<file path="src/rtl/turnstile_contact_pkg.sv">
package turnstile_contact_pkg;

  // ****************************************
  // timing
  // ****************************************
  localparam int CLK_HZ           = 50000000;
  localparam int TICK_DEFAULT     = CLK_HZ / 1000;  // cycles in one millisecond
  localparam int MS_W             = 13;
  localparam int MIN_CLOSE_MS     = 100;
  localparam int MAX_CLOSE_MS     = 2000;
  localparam int OUT_PULSE_MS     = 300;
  localparam int RED_LAMP_MS      = 2000;
  localparam int GRANT_TIMEOUT_MS = 5000;

  // ****************************************
  // synchronised pin vector layout
  // ****************************************
  localparam int N_PIN         = 9;
  localparam int N_MOM         = 4;
  localparam int MOM_GOOD_ENT  = 0;
  localparam int MOM_GOOD_EXT  = 1;
  localparam int MOM_BAD_ENT   = 2;
  localparam int MOM_OVR_ENT   = 3;
  localparam int SUS_FREE_ENT  = 4;
  localparam int SUS_CLOSE_ENT = 5;
  localparam int SUS_VISITOR   = 6;
  localparam int SUS_FIRE      = 7;
  localparam int SUS_FIRE_POL  = 8;
  localparam logic [N_PIN-1:0] PIN_RESET = 9'h000;

  // ****************************************
  // output contacts
  // ****************************************
  localparam int N_OUT          = 5;
  localparam int OUT_AUTH_ENT   = 0;
  localparam int OUT_UNAUTH_ENT = 1;
  localparam int OUT_INTR_ENT   = 2;
  localparam int OUT_AUTH_EXT   = 3;
  localparam int OUT_UNAUTH_EXT = 4;
  localparam int N_RESV         = 3;

  typedef enum logic [1:0] {MODE_CONTROLLED, MODE_FREE, MODE_CLOSED} dir_mode_e;
  typedef enum logic {GRANT_IDLE, GRANT_OPEN} grant_e;

endpackage

</file>
<file path="src/rtl/turnstile_contact_io.sv">
// Behaviour
// RULE1 - outside system closes normally open dry contacts, fire alarm excepted
// RULE2 - momentary closures shorter than 100 ms are ignored
// RULE3 - momentary closures up to 2 s are accepted, 1 s suggested
// RULE4 - each output is a 300 ms contact closure
// RULE5 - fire alarm polarity chosen by jumper, default normally open
// RULE6 - good card opens that direction for one passage until passage or timeout
// RULE7 - bad card on entry lights entry red lamp for 2 s
// RULE8 - closed free passage entry contact sets entry free passage mode
// RULE9 - closed close entry contact sets entry no passage mode
// RULE10 - single override on entry grants one entry passage
// RULE11 - visitor contact frees both directions and disables barrier
// RULE12 - authorized entry passage pulses authorized entry output once
// RULE13 - unauthorized entry passage pulses unauthorized entry output once
// RULE14 - unauthorized entry into lane from entry side pulses intrusion output
// RULE15 - authorized exit passage pulses authorized exit output once
// RULE16 - unauthorized exit passage pulses unauthorized exit output once
// RULE17 - every contact input is synchronised and debounced before use
// RULE18 - reserved outputs stay open; sustained modes last only while closed
module turnstile_contact_io
  import turnstile_contact_pkg::*;
#(
  parameter int TICK_CYCLES = TICK_DEFAULT
) (
  input  wire logic            clk,
  input  wire logic            resetn,
  input  wire logic            good_card_entry_in,
  input  wire logic            good_card_exit_in,
  input  wire logic            bad_card_entry_in,
  input  wire logic            single_override_entry_in,
  input  wire logic            free_passage_entry_in,
  input  wire logic            close_entry_in,
  input  wire logic            visitor_mode_in,
  input  wire logic            fire_alarm_in,
  input  wire logic            fire_alarm_polarity_jumper,
  input  wire logic            entry_pass_done,
  input  wire logic            exit_pass_done,
  input  wire logic            entry_lane_intrude,
  output logic                 authorized_entry_out,
  output logic                 unauthorized_entry_out,
  output logic                 entry_intrusion_out,
  output logic                 authorized_exit_out,
  output logic                 unauthorized_exit_out,
  output logic [N_RESV-1:0]    reserved_contacts_out,
  output logic                 entry_unlock,
  output logic                 exit_unlock,
  output logic                 entry_red_lamp,
  output dir_mode_e            entry_mode,
  output logic                 exit_free,
  output logic                 barrier_disable,
  output logic                 fire_alarm_active
);

  localparam int TW = $clog2(TICK_CYCLES);

  function automatic logic [MS_W-1:0] count_down(input logic [MS_W-1:0] v, input logic t);
    return (t && v != '0) ? v - 1'b1 : v;
  endfunction

  // ****************************************
  // millisecond tick
  // ****************************************
  logic [TW-1:0] tick_cnt_reg;
  logic          tick_reg;

  always_ff @(posedge clk or negedge resetn) begin
    if (!resetn) begin
      tick_cnt_reg <= '0;
      tick_reg     <= 1'b0;
    end else begin
      tick_reg <= (tick_cnt_reg == TW'(TICK_CYCLES - 1));
      if (tick_cnt_reg == TW'(TICK_CYCLES - 1)) tick_cnt_reg <= '0;
      else tick_cnt_reg <= tick_cnt_reg + 1'b1;
    end
  end

  // ****************************************
  // pin synchronisers
  // ****************************************
  logic [N_PIN-1:0] pin_w;
  logic [N_PIN-1:0] s1_reg, s2_reg, s3_reg, lvl_reg;

  assign pin_w = {fire_alarm_polarity_jumper, fire_alarm_in, visitor_mode_in, close_entry_in,
                  free_passage_entry_in, single_override_entry_in, bad_card_entry_in,
                  good_card_exit_in, good_card_entry_in};

  // a level is taken only once the last two stages agree, so a bouncing edge is held off
  always_ff @(posedge clk or negedge resetn) begin
    if (!resetn) begin
      s1_reg  <= PIN_RESET;
      s2_reg  <= PIN_RESET;
      s3_reg  <= PIN_RESET;
      lvl_reg <= PIN_RESET;
    end else begin
      s1_reg <= pin_w;
      s2_reg <= s1_reg;
      s3_reg <= s2_reg;
      for (int i = 0; i < N_PIN; i++) begin
        if (s2_reg[i] == s3_reg[i]) lvl_reg[i] <= s3_reg[i];  // see RULE17
      end
    end
  end

  // ****************************************
  // momentary closure length
  // ****************************************
  logic [MS_W-1:0]  hold_ms_reg [N_MOM];
  logic [N_MOM-1:0] mom_fire_reg;

  // fires once per closure after a full 100 ms; a long hold never refires
  always_ff @(posedge clk or negedge resetn) begin
    if (!resetn) begin
      mom_fire_reg <= '0;
      for (int i = 0; i < N_MOM; i++) hold_ms_reg[i] <= '0;
    end else begin
      for (int i = 0; i < N_MOM; i++) begin
        mom_fire_reg[i] <= lvl_reg[i] && tick_reg && hold_ms_reg[i] == MS_W'(MIN_CLOSE_MS);
        if (!lvl_reg[i]) hold_ms_reg[i] <= '0;  // see RULE2
        else if (tick_reg && hold_ms_reg[i] <= MS_W'(MIN_CLOSE_MS))
          hold_ms_reg[i] <= hold_ms_reg[i] + 1'b1;  // see RULE3
      end
    end
  end

  // ****************************************
  // passage modes
  // ****************************************
  always_ff @(posedge clk or negedge resetn) begin
    if (!resetn) begin
      entry_mode      <= MODE_CONTROLLED;
      exit_free       <= 1'b0;
      barrier_disable <= 1'b0;
    end else begin
      // close wins over free so a wiring fault fails safe
      if (lvl_reg[SUS_VISITOR]) entry_mode <= MODE_FREE;  // see RULE11
      else if (lvl_reg[SUS_CLOSE_ENT]) entry_mode <= MODE_CLOSED;  // see RULE9
      else if (lvl_reg[SUS_FREE_ENT]) entry_mode <= MODE_FREE;  // see RULE8
      else entry_mode <= MODE_CONTROLLED;  // see RULE18
      exit_free       <= lvl_reg[SUS_VISITOR];  // see RULE11
      barrier_disable <= lvl_reg[SUS_VISITOR];
    end
  end

  // jumper closed selects a normally closed alarm contact, active when it opens
  always_ff @(posedge clk or negedge resetn) begin
    if (!resetn) fire_alarm_active <= 1'b0;
    else fire_alarm_active <= lvl_reg[SUS_FIRE] ^ lvl_reg[SUS_FIRE_POL];  // see RULE5
  end

  // ****************************************
  // single passage grants
  // ****************************************
  grant_e          grant_reg [2];
  logic [MS_W-1:0] grant_ms_reg [2];
  logic [1:0]      grant_req, pass_done;

  assign grant_req[0] = (mom_fire_reg[MOM_GOOD_ENT] || mom_fire_reg[MOM_OVR_ENT])
                        && entry_mode != MODE_CLOSED;
  assign grant_req[1] = mom_fire_reg[MOM_GOOD_EXT];
  assign pass_done    = {exit_pass_done, entry_pass_done};

  always_ff @(posedge clk or negedge resetn) begin
    if (!resetn) begin
      for (int d = 0; d < 2; d++) begin
        grant_reg[d]    <= GRANT_IDLE;
        grant_ms_reg[d] <= '0;
      end
    end else begin
      for (int d = 0; d < 2; d++) begin
        unique case (grant_reg[d])
          GRANT_IDLE: begin
            if (grant_req[d]) begin
              grant_reg[d]    <= GRANT_OPEN;  // see RULE6 see RULE10
              grant_ms_reg[d] <= MS_W'(GRANT_TIMEOUT_MS);
            end
          end
          GRANT_OPEN: begin
            grant_ms_reg[d] <= count_down(grant_ms_reg[d], tick_reg);
            if (pass_done[d] || grant_ms_reg[d] == '0) grant_reg[d] <= GRANT_IDLE;  // see RULE6
          end
        endcase
      end
    end
  end

  always_ff @(posedge clk or negedge resetn) begin
    if (!resetn) begin
      entry_unlock <= 1'b0;
      exit_unlock  <= 1'b0;
    end else begin
      entry_unlock <= grant_reg[0] == GRANT_OPEN || entry_mode == MODE_FREE;
      exit_unlock  <= grant_reg[1] == GRANT_OPEN || exit_free;
    end
  end

  // ****************************************
  // output contacts
  // ****************************************
  logic [N_OUT-1:0] ev;
  logic [N_OUT-1:0] out_reg;
  logic [MS_W-1:0]  out_ms_reg [N_OUT];
  logic             ent_ok, ext_ok;

  assign ent_ok = grant_reg[0] == GRANT_OPEN || entry_mode == MODE_FREE;
  assign ext_ok = grant_reg[1] == GRANT_OPEN || exit_free;
  assign ev[OUT_AUTH_ENT]   = entry_pass_done && ent_ok;  // see RULE12
  assign ev[OUT_UNAUTH_ENT] = entry_pass_done && !ent_ok;  // see RULE13
  assign ev[OUT_INTR_ENT]   = entry_lane_intrude && !ent_ok;  // see RULE14
  assign ev[OUT_AUTH_EXT]   = exit_pass_done && ext_ok;  // see RULE15
  assign ev[OUT_UNAUTH_EXT] = exit_pass_done && !ext_ok;  // see RULE16

  // a new event restarts the contact, so two close passages merge into one long closure
  always_ff @(posedge clk or negedge resetn) begin
    if (!resetn) begin
      out_reg <= '0;
      for (int i = 0; i < N_OUT; i++) out_ms_reg[i] <= '0;
    end else begin
      for (int i = 0; i < N_OUT; i++) begin
        if (ev[i]) begin
          out_ms_reg[i] <= MS_W'(OUT_PULSE_MS);  // see RULE4
          out_reg[i]    <= 1'b1;
        end else begin
          out_ms_reg[i] <= count_down(out_ms_reg[i], tick_reg);
          out_reg[i]    <= !(tick_reg && out_ms_reg[i] <= MS_W'(1)) && out_ms_reg[i] != '0;
        end
      end
    end
  end

  assign authorized_entry_out   = out_reg[OUT_AUTH_ENT];
  assign unauthorized_entry_out = out_reg[OUT_UNAUTH_ENT];
  assign entry_intrusion_out    = out_reg[OUT_INTR_ENT];
  assign authorized_exit_out    = out_reg[OUT_AUTH_EXT];
  assign unauthorized_exit_out  = out_reg[OUT_UNAUTH_EXT];

  always_ff @(posedge clk or negedge resetn) begin
    if (!resetn) reserved_contacts_out <= '0;
    else reserved_contacts_out <= '0;  // see RULE18
  end

  // ****************************************
  // entry red lamp
  // ****************************************
  logic [MS_W-1:0] red_ms_reg;

  always_ff @(posedge clk or negedge resetn) begin
    if (!resetn) begin
      red_ms_reg     <= '0;
      entry_red_lamp <= 1'b0;
    end else if (mom_fire_reg[MOM_BAD_ENT]) begin
      red_ms_reg     <= MS_W'(RED_LAMP_MS);  // see RULE7
      entry_red_lamp <= 1'b1;
    end else begin
      red_ms_reg     <= count_down(red_ms_reg, tick_reg);
      entry_red_lamp <= !(tick_reg && red_ms_reg <= MS_W'(1)) && red_ms_reg != '0;
    end
  end
endmodule

</file>
<file path="config.mk">
export PLATFORM = sky130hd
export DESIGN_NAME = turnstile_contact_io
export DESIGN_NICKNAME = d
export VERILOG_FILES = /design/src/rtl/turnstile_contact_pkg.sv /design/src/rtl/turnstile_contact_io.sv
export SDC_FILE = /design/constraint.sdc
export NUM_CORES = 1
export LEC_CHECK = 0
export ABC_AREA = 1
export BUFFER_PORTS_ARGS = -buffer_cell sky130_fd_sc_hd__buf_2
export CAP_MARGIN = 40
export CORE_UTILIZATION = 50
export CTS_CLUSTER_DIAMETER = 120
export CTS_CLUSTER_SIZE = 12
export DETAILED_ROUTE_END_ITERATION = 10
export PLACE_DENSITY = 0.77
export SYNTH_ARGS = -nofsm -noshare
export SYNTH_HDL_FRONTEND = slang
export SYNTH_SLANG_ARGS = --single-unit
</file>
<file path="constraint.sdc">
create_clock -name clk -period 2 [get_ports clk]
set_clock_uncertainty 0.05 [all_clocks]
set_input_delay 0.4 -clock clk [delete_from_list [all_inputs] [get_ports clk]]
set_output_delay 0.4 -clock clk [all_outputs]
set_load 0.01 [all_outputs]
</file>
# Word level (Yosys, flattened, before mapping)
# Index checks and enable logic that the tools add are counted.
classes:
  magnitude_cmp: 10
  reduce_logical: 69
  n_addsub: 13
  n_eq_ne: 24
  n_mux: 42
  bitwise_logic: 3
ops:
  columns: ["op", "n"]
  rows:
  - ["$mux W13", 24]
  - ["$reduce_bool A13 Y1", 8]
  - ["$sub A13 B1 Y13 const B", 8]
  - ["$le A13 B1 Y1 const B", 6]
  - ["$add A13 B1 Y13 const B", 4]
  - ["$eq A13 B7 Y1 const B", 4]
  - ["$le A13 B7 Y1 const B", 4]
  - ["$pmux W13 S2", 2]
  - ["$logic_and A1 B1 Y1", 38]
  - ["$logic_not A13 Y1", 2]
  - ["$add A16 B1 Y16 const B", 1]
  - ["$eq A16 B16 Y1 const B", 1]
  - ["$mux W16", 1]
  - ["$ne A2 B1 Y1 const B", 6]
  - ["$reduce_bool A2 Y1", 6]
  - ["$mux W1", 11]
  - ["$eq A1 B1 Y1", 9]
  - ["$logic_not A1 Y1", 8]
  - ["$ne A2 B2 Y1 const B", 3]
  - ["$logic_or A1 B1 Y1", 5]
  - ["$mux W2", 2]
  - ["$pmux W1 S2", 2]
  - ["$reduce_and A2 Y1", 2]
  - ["$eq A2 B1 Y1 const B", 1]
  - ["2 further kinds", 3]
word_totals:
  output_inout_bits: 16
  register_bits: 227
  word_cells: 197
  input_bits: 14

# Logic depth before layout (Yosys ltp)
logic_depth:
  word_depth: 5
  mapped_depth: 10
  ltp_nobuf: 10

# Worst setup path after synthesis
# No wires, ideal clock.
synth_path:
  path_type: "reg-to-reg"
  startpoint: "register hold_ms_reg[26] in the netlist's numbering"
  endpoint: "register hold_ms_reg[28] in the netlist's numbering"
  path_stages_with_launch: 10
  setup_time_ns: 0.126
  arrival_time_ns: 1.302
  path_buffers: 1
  required_ns: 1.824
  synth_period_minus_slack_ns: 1.478
  setup_slack_ns: 0.522
  cell_sequence: "dfrtp_1 > inv_1 > ha_1 > o21ai_0 > nand2_1 > nand3_1 > nand2_1 > buf_2 > nand3_1 > o21ai_0"
synth_via:
  elab_chain_cells: 3
  word_cells_on_any_way: 6
  cone_classes: "add/sub (1); order compare (1); eq/ne (1); mux (2); reduce/logical (1)"
synth_rtl:
  columns: ["item", "line", "text"]
  rows:
  - ["start: declaration", "turnstile_contact_io.sv:107", "logic [MS_W-1:0] hold_ms_reg [N_MOM];"]
  - ["start signal: indexed assignment", "turnstile_contact_io.sv:120", "hold_ms_reg[i] <= hold_ms_reg[i] + 1'b1;"]
  - ["$add A13 B1 Y13 or $le A13 B7 Y1 (tied branches)", "turnstile_contact_io.sv:120, turnstile_contact_io.sv:119", null]
  - ["$mux W13 or $logic_and A1 B1 Y1 (tied branches)", "turnstile_contact_io.sv:119", "else if (tick_reg && hold_ms_reg[i] <= MS_W'(MIN_CLOSE_MS))"]
  - ["$mux W13 or $ne A2 B1 Y1 (tied branches)", null, null]
# Parallel ways exist; a longest one is shown, timed or not. The select of a mux whose other input is x is not followed.
# A chain may end at the register's enable or synchronous reset.

# Final worst setup path
layout_path:
  startpoint: "register tick_cnt_reg[10]"
  endpoint: "register tick_cnt_reg[9]"
layout_via:
  elab_chain_cells: 2
layout_rtl:
  columns: ["item", "line", "text"]
  rows:
  - ["start: declaration", "turnstile_contact_io.sv:63", "logic [TW-1:0] tick_cnt_reg;"]
  - ["start signal: assignment", "turnstile_contact_io.sv:73", "else tick_cnt_reg <= tick_cnt_reg + 1'b1;"]
  - ["$eq A16 B16 Y1", "turnstile_contact_io.sv:72", "if (tick_cnt_reg == TW'(TICK_CYCLES - 1)) tick_cnt_reg <= '0;"]
  - ["$mux W16", "turnstile_contact_io.sv:72", null]
# Every way passes these cells.

==> summary.md <==
| Metric | Value |
|---|---|
| Final Max Slew Viols | `0` |
| Horiz. Die Dim | `approximately 160 µm` |
| Via count | `around 9900` |
| Avg Synthesized Cell Area | `7.605 µm²` |
| # nets final | `1668` |
| Final worst path period share | `89.06%` |
| Vias in the first global route | `9450` |
| Final hold vios | `0` |
| Total power draw | `between 9 and 10 mW` |
| Post-synthesis register bit count | `227` |
| Post-route ant nets | `0` |
| Pre-CTS worst setup slack | `0.2383 ns` |
| Dpl cell area | `about 13000 µm²` |
| Port-buffer cells | `26` |
| Cell area after layout | `13190 µm²` |
| Worst-Skew Late Latency | `0.51 ns` |
| Hpwl dp | `16540 µm` |
| Largest net degree at the start of global routing | `48` |
| Initial Util | `50.95%` |
| Worst r2r path cells | `4` |
| Die area | `24470 µm²` |
| GRT Util Overall | `20.25%` |
| Initial antenna violation count | `1` |
| Site row count | `56` |
| CTS Buffer Depth | `3` |
| Yosys top cell by area | `dfrtp_1` |
| Reg2reg end | `tick_cnt_reg[9]` |
| Area growth from synthesis to layout | `10.62%` |
| R2r setup slk | `0.22 ns` |
| Post-DR vias/cell | `5.093` |
| Synth Warn # | `0` |
| Worst Hold End | `grant_reg[0]` |
| WL/cell | `11.98 µm` |
| Worst vdd ir | `740.8 µV` |
| # diodes | `0` |
| Sequential fraction of the synthesis area | `47.64%` |
| Pleak | `7.121 nW` |
| Final worst slack | `0.2187 ns` |
| Synth area leaders | `dfrtp_1 (48%), nand2_1 (15%), nor2_1 (6.7%), nand3_1 (6.4%), inv_1 (6.0%)` |
| RSZ-0062 raised after global routing | `false` |
| GRT overflow | `0` |
| Placer Congestion | `0.8910` |
| Residual DRC | `0` |
| Initial DRT Pass Iterations | `7` |
| CTS buffer count | `22` |
| Maximum clock rate | `561.4 MHz` |
| Final min period | `1.781 ns` |
| Commonest non-fill, non-tap cell in the layout | `nand2_1` |
| Final TNS setup | `0 ns` |
| Arrival time worst endpoint | `approximately 2.1 ns` |
| Mapped Area | `11920 µm²` |
| PostCTS Resize Cnt | `0` |
| Max reg flops | `65` |
| Post-synth top area share | `47.64%` |
| Most frequent cells in the layout | `nand2_1 (471), dfrtp_1 (227), nor2_1 (212)` |
| Gate Count Post-Synth | `1568` |
| Core Region | `23400 µm²` |
| Clock transition at path regs | `around 0.06 ns` |
| Critical setup path kind | `flip-flop to flip-flop` |
| IO Pins | `30` |
| Hold Path Depth | `4` |
| Startpoint types | `flip-flop` |
| Power Density | `693.6 nW/µm²` |
| Critical path fanouts, max | `7` |
| Max-Cap Viols | `0` |
| Initial DRC count | `545` |
| Die Ht | `~160 µm` |
| First-pass GRT wire length | `41350 µm` |
| Class of the worst hold path | `input pin to flip-flop` |
| Layout cells sized above 1 | `7.086%` |
| Crit. End Element | `flip-flop` |
| CTS root buffer | `clkbuf_16` |
| Drt total wl | `23260 µm` |
| Hold_sp | `exit_pass_done` |
| # clock sinks | `227` |
| Status | `finished clean` |
| Worst Path Required | `2.32 ns` |
| H-tree lvl count | `1` |
| Clock tree from TritonCTS | `yes` |
| Setup Viol. Count Final | `0` |
| Slew at the pin closest to its max-slew limit | `~0.57 ns` |
| Unique masters post-synth | `39` |
| Rel. slew slack | `about three fifths` |
| Worst R2R Start | `tick_cnt_reg[10]` |
## synthesized netlist by cell type
cell type / count
a21boi_4: 2
a21oi_1: 5
a21oi_2: 1
and2_1: 1
and3_1: 1
buf_1: 1
buf_2: 9
buf_4: 4
buf_6: 3
clkbuf_1: 9
clkbuf_2: 1
clkinv_2: 2
conb_1: 1
dfrtp_1: 227
ha_1: 31
inv_1: 191
inv_2: 6
maj3_1: 9
nand2_1: 471
nand2_2: 12
nand3_1: 153
nand3b_1: 14
nand4_1: 43
nor2_1: 212
nor2_2: 7
nor2b_1: 1
nor3_1: 8
nor3b_1: 2
nor4_1: 3
o21a_1: 1
o21ai_0: 75
o21ai_1: 5
o21ai_2: 7
o21bai_1: 4
o22ai_1: 1
or2_0: 1
or2_2: 9
xnor2_1: 4
xor2_1: 31
## power by group
| group | total (mW) | internal [mW] | switching [mW] |
|---|---|---|---|
| clock | 3.56 | 1.95 | 1.61 |
| sequential | 4.87 | 4.73 | 0.148 |
| combinational | 0.712 | 0.235 | 0.477 |
## through the flow
stage / utilization (%) / std cells / hold WS [ns]
final: 56.36 / 1942 / 0.1578
after global routing: 56.36 / 1942 / 0.1768
after CTS: 56.36 / 1942 / 0.1423
after detailed placement: 53.50 / 1908 / 0.2855
after global placement: 53.50 / 1908 / 0.2818
after floorplan: - / 1570 / 0.05441
## worst max-delay path: stages, from the launching register on
cell     delay, ns
dfrtp_1       0.42
or2_0         0.23
nor3_1        0.34
nor2b_1       0.50
nor2_1        0.10
## timing repair
action / CTS / global route
setup buffers: 0 / 0
hold buffers: 10 / 0
setup endpoints to repair: 0 / 0
endpoints found under the hold margin: 49 / 0
## how the worst max path moves through the flow
stage,startpoint,end,slack [ns]
floorplan,hold_ms_reg[26],hold_ms_reg[28],0.52
global placement,tick_cnt_reg[10],tick_cnt_reg[9],0.27
detailed placement,tick_cnt_reg[10],tick_cnt_reg[15],0.24
CTS,tick_cnt_reg[10],tick_cnt_reg[15],0.23
global route,barrier_disable,out_ms_reg[11],0.07
finish,tick_cnt_reg[10],tick_cnt_reg[9],0.22
## layer usage
| metal | vias to the layer above | global-route usage (%) | part of all wire, % | wire length, µm |
|---|---|---|---|---|
| li1 | 5023 | - | - | - |
| met1 | 4624 | 26.80 | 47 | 10950 |
| met2 | 201 | 34.16 | 46 | 10650 |
| met3 | 43 | 3.240 | 4.5 | 1043 |
| met4 | 0 | 6.069 | 2.7 | 625 |
| met5 | - | 0 | 0 | 0 |
## area by class of cell
| cell class | instances | area, µm² |
|---|---|---|
| repair buffers | 56 | 440.4 |
| inverters | 199 | 749.5 |
| multi-input cells | 1117 | 5350 |
| fillers | 2159 | 10210 |
| well taps | 319 | 399.1 |
| clock buffers | 23 | 554.3 |
| flip-flops and latches | 227 | 5680 |
| clock inverters | 1 | 16.27 |
## kinds of logic (layout without fill, tap and decap cells)
| logic type | count (synthesis) | in the layout | share of synthesized area [%] |
|---|---|---|---|
| compound gates | 101 | 101 | 4.837 |
| simple gates | 938 | 938 | 33.36 |
| fa+ha+maj | 40 | 40 | 4.008 |
| buf+inv | 226 | 279 | 7.555 |
| flops | 227 | 227 | 47.64 |
| xor+xnor | 35 | 35 | 2.571 |
| other cells | 1 | 3 | 0.03145 |
(Power assumes the default switching activity.)
